`src/io_ports_cfg.svh`:
```
`ifndef IO_PORTS_CFG_SVH
`define IO_PORTS_CFG_SVH

// register addresses in data memory
`define ADDR_PA_DATA 8'h00
`define ADDR_PA_DIR 8'h01
`define ADDR_PA_PU 8'h02
`define ADDR_PA_WAKE 8'h03
`define ADDR_PB_DATA 8'h04
`define ADDR_PB_DIR 8'h05
`define ADDR_PB_PU 8'h06
`define ADDR_PC_DATA 8'h07
`define ADDR_PC_DIR 8'h08
`define ADDR_PC_PU 8'h09
`define ADDR_PD_DATA 8'h0A
`define ADDR_PD_DIR 8'h0B
`define ADDR_PD_PU 8'h0C
`define ADDR_PE_DATA 8'h0D
`define ADDR_PE_DIR 8'h0E
`define ADDR_PE_PU 8'h0F
`define ADDR_SRC_AB 8'h10
`define ADDR_SRC_CD 8'h11
`define ADDR_SRC_MISC 8'h12

// implemented bits of ports e..a
`define IMPL_MASK 40'h0FFFFFFFFF
`define DATA_RST 40'h0FFFFFFFFF
`define DIR_RST 40'h0FFFFFFFFF
`define PU_RST 40'h0000000000
`define WAKE_RST 8'h00
`define SRC_RST 8'h00
`define SRC_MISC_MASK 8'h03
`define PIN_HIGH_RST 8'hFF
`define RDATA_RST 8'h00
`define SRC_OFF 2'h0

`endif

```
`src/io_ports_pkg.sv`:
```
package io_ports_pkg;

  typedef logic [7:0] byte_t;
  typedef logic [1:0] src_level_t;

  typedef enum {
    port_a,
    port_b,
    port_c,
    port_d,
    port_e
  } port_id_e;

  localparam int unsigned num_ports = 5;

endpackage

```
`src/io_pin_cell.sv`:
```
`timescale 1ns/100ps
`default_nettype none
`include "io_ports_cfg.svh"

module io_pin_cell #(
  parameter int unsigned W = 8
) (
  input wire logic clk,
  input wire logic rst_n,
  input wire logic [W-1:0] dir,
  input wire logic [W-1:0] latch,
  input wire logic [W-1:0] pu,
  input wire logic [W/2-1:0] src,
  output logic [W-1:0] pin_out,
  output logic [W-1:0] pin_oe,
  output logic [W-1:0] pu_en,
  output logic [2*W-1:0] src_sel
);

  logic [2*W-1:0] src_d;

  // one two-bit field per group of four pins, live only on outputs
  for (genvar i = 0; i < W; i++) begin : g_src
    assign src_d[2*i +: 2] = dir[i] ? `SRC_OFF : src[2*(i/4) +: 2];
  end

  always_ff @(posedge clk or negedge rst_n) begin
    if (!rst_n) begin
      pin_out <= '0;
      pin_oe <= '0;
    end else begin
      pin_out <= latch;
      pin_oe <= ~dir;
    end
  end

  always_ff @(posedge clk or negedge rst_n) begin
    if (!rst_n) begin
      pu_en <= '0;
      src_sel <= '0;
    end else begin
      pu_en <= pu & dir;
      src_sel <= src_d;
    end
  end

endmodule

`default_nettype wire

```
`src/bidir_io_ports.sv`:
```
`timescale 1ns/100ps
`default_nettype none
`include "io_ports_cfg.svh"

module bidir_io_ports (
  input wire logic clk,
  input wire logic rst_n,
  input wire logic [7:0] reg_addr,
  input wire logic reg_wr,
  input wire logic [7:0] reg_wdata,
  input wire logic reg_rd,
  output logic [7:0] reg_rdata,
  input wire logic sleep_mode,
  output logic wake_req,
  input wire logic [7:0] pa_in,
  output logic [7:0] pa_out,
  output logic [7:0] pa_oe,
  output logic [7:0] pa_pu_en,
  output logic [15:0] pa_src_sel,
  input wire logic [7:0] pb_in,
  output logic [7:0] pb_out,
  output logic [7:0] pb_oe,
  output logic [7:0] pb_pu_en,
  output logic [15:0] pb_src_sel,
  input wire logic [7:0] pc_in,
  output logic [7:0] pc_out,
  output logic [7:0] pc_oe,
  output logic [7:0] pc_pu_en,
  output logic [15:0] pc_src_sel,
  input wire logic [7:0] pd_in,
  output logic [7:0] pd_out,
  output logic [7:0] pd_oe,
  output logic [7:0] pd_pu_en,
  output logic [15:0] pd_src_sel,
  input wire logic [3:0] pe_in,
  output logic [3:0] pe_out,
  output logic [3:0] pe_oe,
  output logic [3:0] pe_pu_en,
  output logic [7:0] pe_src_sel
);

  localparam logic [4:0][7:0] impl = `IMPL_MASK;

  logic [4:0][7:0] dat_q;
  logic [4:0][7:0] dir_q;
  logic [4:0][7:0] pu_q;
  logic [4:0][7:0] pin;
  logic [4:0][7:0] port_rd;
  io_ports_pkg::byte_t wake_q;
  io_ports_pkg::byte_t src_ab_q;
  io_ports_pkg::byte_t src_cd_q;
  io_ports_pkg::byte_t src_misc_q;
  io_ports_pkg::byte_t pa_prev_q;
  io_ports_pkg::byte_t pa_fall;
  io_ports_pkg::byte_t rd_val;
  logic [4:0] wr_dat;
  logic [4:0] wr_dir;
  logic [4:0] wr_pu;
  logic wr_wake;
  logic wr_s0;
  logic wr_s1;
  logic wr_s2;
  logic wake_req_q;

  assign pin[0] = pa_in;
  assign pin[1] = pb_in;
  assign pin[2] = pc_in;
  assign pin[3] = pd_in;
  assign pin[4] = {4'h0, pe_in};

  // write decode
  always_comb begin
    wr_dat = '0;
    wr_dir = '0;
    wr_pu = '0;
    wr_wake = 1'b0;
    wr_s0 = 1'b0;
    wr_s1 = 1'b0;
    wr_s2 = 1'b0;
    if (reg_addr == `ADDR_PA_DATA) begin
      wr_dat[0] = reg_wr;
    end else if (reg_addr == `ADDR_PA_DIR) begin
      wr_dir[0] = reg_wr;
    end else if (reg_addr == `ADDR_PA_PU) begin
      wr_pu[0] = reg_wr;
    end else if (reg_addr == `ADDR_PA_WAKE) begin
      wr_wake = reg_wr;
    end else if (reg_addr == `ADDR_PB_DATA) begin
      wr_dat[1] = reg_wr;
    end else if (reg_addr == `ADDR_PB_DIR) begin
      wr_dir[1] = reg_wr;
    end else if (reg_addr == `ADDR_PB_PU) begin
      wr_pu[1] = reg_wr;
    end else if (reg_addr == `ADDR_PC_DATA) begin
      wr_dat[2] = reg_wr;
    end else if (reg_addr == `ADDR_PC_DIR) begin
      wr_dir[2] = reg_wr;
    end else if (reg_addr == `ADDR_PC_PU) begin
      wr_pu[2] = reg_wr;
    end else if (reg_addr == `ADDR_PD_DATA) begin
      wr_dat[3] = reg_wr;
    end else if (reg_addr == `ADDR_PD_DIR) begin
      wr_dir[3] = reg_wr;
    end else if (reg_addr == `ADDR_PD_PU) begin
      wr_pu[3] = reg_wr;
    end else if (reg_addr == `ADDR_PE_DATA) begin
      wr_dat[4] = reg_wr;
    end else if (reg_addr == `ADDR_PE_DIR) begin
      wr_dir[4] = reg_wr;
    end else if (reg_addr == `ADDR_PE_PU) begin
      wr_pu[4] = reg_wr;
    end else if (reg_addr == `ADDR_SRC_AB) begin
      wr_s0 = reg_wr;
    end else if (reg_addr == `ADDR_SRC_CD) begin
      wr_s1 = reg_wr;
    end else if (reg_addr == `ADDR_SRC_MISC) begin
      wr_s2 = reg_wr;
    end
  end

  // output latches, written regardless of direction
  always_ff @(posedge clk or negedge rst_n) begin
    if (!rst_n) begin
      dat_q <= `DATA_RST;
    end else begin
      for (int i = 0; i < 5; i++) begin
        if (wr_dat[i]) begin
          dat_q[i] <= reg_wdata & impl[i];
        end
      end
    end
  end

  // direction bits, all inputs out of reset
  always_ff @(posedge clk or negedge rst_n) begin
    if (!rst_n) begin
      dir_q <= `DIR_RST;
    end else begin
      for (int i = 0; i < 5; i++) begin
        if (wr_dir[i]) begin
          dir_q[i] <= reg_wdata & impl[i];
        end
      end
    end
  end

  always_ff @(posedge clk or negedge rst_n) begin
    if (!rst_n) begin
      pu_q <= `PU_RST;
    end else begin
      for (int i = 0; i < 5; i++) begin
        if (wr_pu[i]) begin
          pu_q[i] <= reg_wdata & impl[i];
        end
      end
    end
  end

  always_ff @(posedge clk or negedge rst_n) begin
    if (!rst_n) begin
      wake_q <= `WAKE_RST;
    end else if (wr_wake) begin
      wake_q <= reg_wdata;
    end
  end

  always_ff @(posedge clk or negedge rst_n) begin
    if (!rst_n) begin
      src_ab_q <= `SRC_RST;
      src_cd_q <= `SRC_RST;
      src_misc_q <= `SRC_RST;
    end else begin
      if (wr_s0) begin
        src_ab_q <= reg_wdata;
      end
      if (wr_s1) begin
        src_cd_q <= reg_wdata;
      end
      if (wr_s2) begin
        src_misc_q <= reg_wdata & `SRC_MISC_MASK;
      end
    end
  end

  // inputs read live, outputs read their latch
  always_comb begin
    for (int i = 0; i < 5; i++) begin
      port_rd[i] = (dir_q[i] & pin[i]) | (~dir_q[i] & dat_q[i]);
    end
  end

  // read decode
  always_comb begin
    rd_val = '0;
    if (reg_addr == `ADDR_PA_DATA) begin
      rd_val = port_rd[0];
    end else if (reg_addr == `ADDR_PA_DIR) begin
      rd_val = dir_q[0];
    end else if (reg_addr == `ADDR_PA_PU) begin
      rd_val = pu_q[0];
    end else if (reg_addr == `ADDR_PA_WAKE) begin
      rd_val = wake_q;
    end else if (reg_addr == `ADDR_PB_DATA) begin
      rd_val = port_rd[1];
    end else if (reg_addr == `ADDR_PB_DIR) begin
      rd_val = dir_q[1];
    end else if (reg_addr == `ADDR_PB_PU) begin
      rd_val = pu_q[1];
    end else if (reg_addr == `ADDR_PC_DATA) begin
      rd_val = port_rd[2];
    end else if (reg_addr == `ADDR_PC_DIR) begin
      rd_val = dir_q[2];
    end else if (reg_addr == `ADDR_PC_PU) begin
      rd_val = pu_q[2];
    end else if (reg_addr == `ADDR_PD_DATA) begin
      rd_val = port_rd[3];
    end else if (reg_addr == `ADDR_PD_DIR) begin
      rd_val = dir_q[3];
    end else if (reg_addr == `ADDR_PD_PU) begin
      rd_val = pu_q[3];
    end else if (reg_addr == `ADDR_PE_DATA) begin
      rd_val = port_rd[4];
    end else if (reg_addr == `ADDR_PE_DIR) begin
      rd_val = dir_q[4];
    end else if (reg_addr == `ADDR_PE_PU) begin
      rd_val = pu_q[4];
    end else if (reg_addr == `ADDR_SRC_AB) begin
      rd_val = src_ab_q;
    end else if (reg_addr == `ADDR_SRC_CD) begin
      rd_val = src_cd_q;
    end else if (reg_addr == `ADDR_SRC_MISC) begin
      rd_val = src_misc_q;
    end
  end

  // pin level captured on the edge that takes the read
  always_ff @(posedge clk or negedge rst_n) begin
    if (!rst_n) begin
      reg_rdata <= `RDATA_RST;
    end else if (reg_rd) begin
      reg_rdata <= rd_val;
    end
  end

  // port a falling edges, gated by input mode and sleep
  assign pa_fall = pa_prev_q & ~pa_in & wake_q & dir_q[0]
                   & {8{sleep_mode}};

  always_ff @(posedge clk or negedge rst_n) begin
    if (!rst_n) begin
      pa_prev_q <= `PIN_HIGH_RST;
    end else begin
      pa_prev_q <= pa_in;
    end
  end

  // request holds until the core leaves sleep; a new edge wins
  always_ff @(posedge clk or negedge rst_n) begin
    if (!rst_n) begin
      wake_req_q <= 1'b0;
    end else if (|pa_fall) begin
      wake_req_q <= 1'b1;
    end else if (!sleep_mode) begin
      wake_req_q <= 1'b0;
    end
  end

  assign wake_req = wake_req_q;

  // pin drivers
  io_pin_cell #(.W(8)) u_pa (
    .clk(clk), .rst_n(rst_n), .dir(dir_q[0]), .latch(dat_q[0]),
    .pu(pu_q[0]), .src(src_ab_q[3:0]), .pin_out(pa_out),
    .pin_oe(pa_oe), .pu_en(pa_pu_en), .src_sel(pa_src_sel)
  );

  io_pin_cell #(.W(8)) u_pb (
    .clk(clk), .rst_n(rst_n), .dir(dir_q[1]), .latch(dat_q[1]),
    .pu(pu_q[1]), .src(src_ab_q[7:4]), .pin_out(pb_out),
    .pin_oe(pb_oe), .pu_en(pb_pu_en), .src_sel(pb_src_sel)
  );

  io_pin_cell #(.W(8)) u_pc (
    .clk(clk), .rst_n(rst_n), .dir(dir_q[2]), .latch(dat_q[2]),
    .pu(pu_q[2]), .src(src_cd_q[3:0]), .pin_out(pc_out),
    .pin_oe(pc_oe), .pu_en(pc_pu_en), .src_sel(pc_src_sel)
  );

  io_pin_cell #(.W(8)) u_pd (
    .clk(clk), .rst_n(rst_n), .dir(dir_q[3]), .latch(dat_q[3]),
    .pu(pu_q[3]), .src(src_cd_q[7:4]), .pin_out(pd_out),
    .pin_oe(pd_oe), .pu_en(pd_pu_en), .src_sel(pd_src_sel)
  );

  io_pin_cell #(.W(4)) u_pe (
    .clk(clk), .rst_n(rst_n), .dir(dir_q[4][3:0]),
    .latch(dat_q[4][3:0]), .pu(pu_q[4][3:0]), .src(src_misc_q[1:0]),
    .pin_out(pe_out), .pin_oe(pe_oe), .pu_en(pe_pu_en),
    .src_sel(pe_src_sel)
  );
endmodule

`default_nettype wire

```
`config.mk`:
```
export PLATFORM = sky130hd
export DESIGN_NAME = bidir_io_ports
export DESIGN_NICKNAME = d
export VERILOG_FILES = /design/src/io_ports_pkg.sv /design/src/io_pin_cell.sv /design/src/bidir_io_ports.sv
export VERILOG_INCLUDE_DIRS = /design/src
export SDC_FILE = /design/constraint.sdc
export NUM_CORES = 1
export LEC_CHECK = 0
export ABC_AREA = 0
export BUFFER_PORTS_ARGS = -buffer_cell sky130_fd_sc_hd__buf_2
export CAP_MARGIN = 20
export CELL_PAD_IN_SITES_DETAIL_PLACEMENT = 0
export CELL_PAD_IN_SITES_GLOBAL_PLACEMENT = 1
export CORE_UTILIZATION = 40
export DETAILED_ROUTE_END_ITERATION = 12
export PLACE_DENSITY = 0.82
export SLEW_MARGIN = 40
export SYNTH_ARGS = -nofsm -noshare
export SYNTH_HDL_FRONTEND = slang
export SYNTH_SLANG_ARGS = --single-unit
```
`constraint.sdc`:
```
create_clock -name clk -period 2.03 [get_ports clk]
set_input_delay 0.203 -clock clk [delete_from_list [all_inputs] [get_ports clk]]
set_output_delay 0.203 -clock clk [all_outputs]
set_load 0.1 [all_outputs]
```
==> impl_metrics.tcl <==
set metrics [dict create \
    leakagePower_nw 8.34 \
    synthesis.area_um2 13100 \
    tightest_slew_ns 0.574 \
    hp-start "reg_wdata[7]" \
    crit_fanout 2 \
    fin_util 0.527 \
    dieArea_um2 33600 \
    layout.nets 1412 \
    start_kind "flop" \
    arrival_ns 2.33 \
    grt_busiest_layer "met2" \
    ys_types 64 \
    multi_input_area_um2 4400 \
    finalCritPeriodShare 0.954 \
    yosys_most_used_dff "dfrtp_1" \
    grt_max_degree 75 \
    seqPwrFrac 0.454 \
    synth_edf_count 0 \
    insertion_delay_ns 0.52 \
    grt_util_met1 0.340 \
    avgRoutedWirePerCell_um 22.5 \
    cts_inserted_buffers 36 \
    nFillCells 2732 \
    power_mw 15.9 \
    num_rows 65 \
    p_int_mw 11.2 \
    met2_usage 0.385 \
    endpoint_kind "flop" \
    hp-class "input pin to flop" \
    die_x_um 183 \
    drtPass1Iterations 5 \
    cts_tree "built" \
    finClkSkew_ns 0.0103 \
    synthArstFlopShare 1.00 \
    regArea_um2 8380 \
    area_delta_synth_final_pct 28.3 \
    htreeDepth 2 \
    hpwl_um 30000 \
    setup_viol 0 \
    wirelength_um 40900 \
    layout_setup_ws_ns 0.0943 \
    grt_usage 0.247 \
    use_met3 0.0540 \
    cts_max_path_buffers 3 \
    critPathKind "flop to flop" \
    stdcell_area_um2 16900 \
    ant_nets 0 \
    synthesis.nets 1070 \
    synth_top_cell_area_share 0.478 \
    max-slew-margin-rel 0.618 \
    io_pins 246 \
    yosys_warnings 0 \
    syn_inst 1013 \
    post_drt_via_cell_ratio 5.25 \
    r2r-start "dir_q[6]$_DFFE_PN1P_" \
    setup_tns_ns 0 \
    p_clk_frac 0.403 \
    grt.overflow.total 0 \
    drtIter0Drc 650 \
    required_ns 2.43 \
    gp_congestion 0.922 \
    grt_antenna_before_repair 1 \
    power.density_nw_per_um2 943 \
    clock-sinks 331 \
    root_buffer "clkbuf_16" \
    clkSlewWorstSetupHoldPaths_ns 0.07 \
    synthTopCellsByCount "251 x dfrtp_1, 122 x mux2_2, 89 x nor2b_1, 80 x dfstp_2, 46 x o21ai_0" \
    grt_setup_unrepaired "no" \
    combPwrFrac 0.143 \
    synthTopCellsByArea "dfrtp_1 48%, dfstp_2 16%, mux2_2 10%, nor2b_1 4.2%, mux2i_1 2.2%" \
    drive_gt1_frac 0.450 \
    drc 0 \
    worstSetupStartpoint "dir_q[6]$_DFFE_PN1P_" \
    p_sw_mw 4.70 \
    place_ws_ns -0.213 \
    slew_violations 0 \
    placedInstanceArea_um2 15600 \
    vdd_drop_max_mv 0.785 \
    start_util 0.411 \
    yosys.area.top_type "dfrtp_1" \
    grt_pass1_wl_um 61100 \
    grt_pass1_vias 9833 \
    yosysSeqAreaShare 0.638 \
    fmax_ghz 0.517 \
    io_buffers 245 \
    fin_crit_ns 1.94 \
    status "finished clean" \
    core-area_um2 32000 \
    ys_seq_elements 331 \
    hold_viol 0 \
    dieHeight_um 183 \
    maxCapViolations 0 \
    switching_share 0.296 \
    vias 9553 \
    synth_most_common_cell "dfrtp_1" \
    postSynthAreaPerCell_um2 13.0 \
]
routing by layer:
metal,share of wire,wire [um]
met5,0,0
met4,0.029,1200
met3,0.069,2810
met2,0.46,18700
met1,0.44,18100
cell usage in the layout (no fill, tap or decap), types with 4 or more instances in the layout:
cell type / count
nor2b_1: 89
o21ai_0: 46
o22ai_1: 11
mux2i_1: 29
a22oi_1: 8
and3_1: 4
clkbuf_1: 10
or3b_2: 4
and2_1: 36
nor2_1: 29
a32oi_1: 6
buf_2: 244
a21oi_1: 11
nand2_1: 43
o211ai_1: 5
a31oi_1: 5
dfstp_2: 80
a221oi_1: 8
o31ai_1: 6
inv_6: 5
nand2b_1: 9
inv_1: 44
nand3_1: 17
a211oi_1: 13
dlygate4sd3_1: 10
nor3_1: 11
clkinvlp_4: 5
buf_12: 9
buf_4: 90
nand4b_1: 6
mux2_2: 122
clkinv_2: 5
o221ai_1: 6
dfrtp_1: 251
clkbuf_16: 37
critical path: stages (launching register included):
cell and delay (ns):
dfstp_2 0.53, mux2_2 0.35, a41oi_2 0.28, o221ai_1 0.18, a2111oi_2 0.37, nor2_1 0.10
power groups by stage:
stage | combinational (mW) | sequential, mW | clock, mW
4_1_cts | 2.27 | 7.22 | 6.55
3_5_place_dp | 2.25 | 7.33 | 0
5_1_grt | 2.37 | 7.25 | 6.83
2_1_floorplan | 0.471 | 8.32 | 0
3_3_place_gp | 2.24 | 7.33 | 0
6_report | 2.27 | 7.22 | 6.40
per-stage QoR:
stage               hold slack, ns  cells
floorplan                  -0.0926   1013
global placement             0.185   1742
detailed placement           0.184   1742
CTS                         0.0634   1818
global route                0.0843   1819
finish                      0.0809   1819
cell type report:
type | count | share of cell area
inverter | 45 | 0.0100
sequential | 331 | 0.497
multi-input combinational | 587 | 0.261
timing repair buffer | 354 | 0.130
antenna | 1 | 0.000148
clock buffer | 49 | 0.0588
tap | 435 | 0.0323
clock inverter | 17 | 0.00988
flip-flops by register name, indices dropped and copies added (netlist names), 16 cells and up:
register      count
dat_q            36
dir_q            36
pu_q             36
u_pa.src_sel     16
u_pb.src_sel     16
u_pc.src_sel     16
u_pd.src_sel     16
final timing paths:
check | endpoint | slack (ns) | depth (start not counted)
setup / recovery | reg_rdata[6]$_DFFE_PN0P_ | 0.09 | 5
hold / removal | dir_q[31]$_DFFE_PN1P_ | 0.08 | 3
setup reg to reg | reg_rdata[6]$_DFFE_PN0P_ | 0.09 | 5
hold reg to reg | u_pe.pin_out[2]$_DFF_PN0_ | 0.41 | 0
max in group asynchronous | dir_q[35]$_DFFE_PN1P_ | 0.99 | 3
min in group asynchronous | u_pa.src_sel[9]$_DFF_PN0_ | 0.25 | 2
logic make-up (layout without fill, tap and decap cells):
group           after synthesis  count (layout)  synth area share
compound gates              167             167            0.0905
buf+inv                      95             465            0.0283
flops                       331             331             0.638
mux                         151             151             0.127
other cells                   0               1                 0
simple gates                269             269             0.116
repair_timing:
item | CTS | global route
buffers inserted | 0 | 0
hold endpoints to repair | 60 | 0
endpoints found under the setup margin | 1 | 2
gates resized for setup | 3 | 2
hold buffers | 10 | 0
Power figures use the tool's default switching activity.
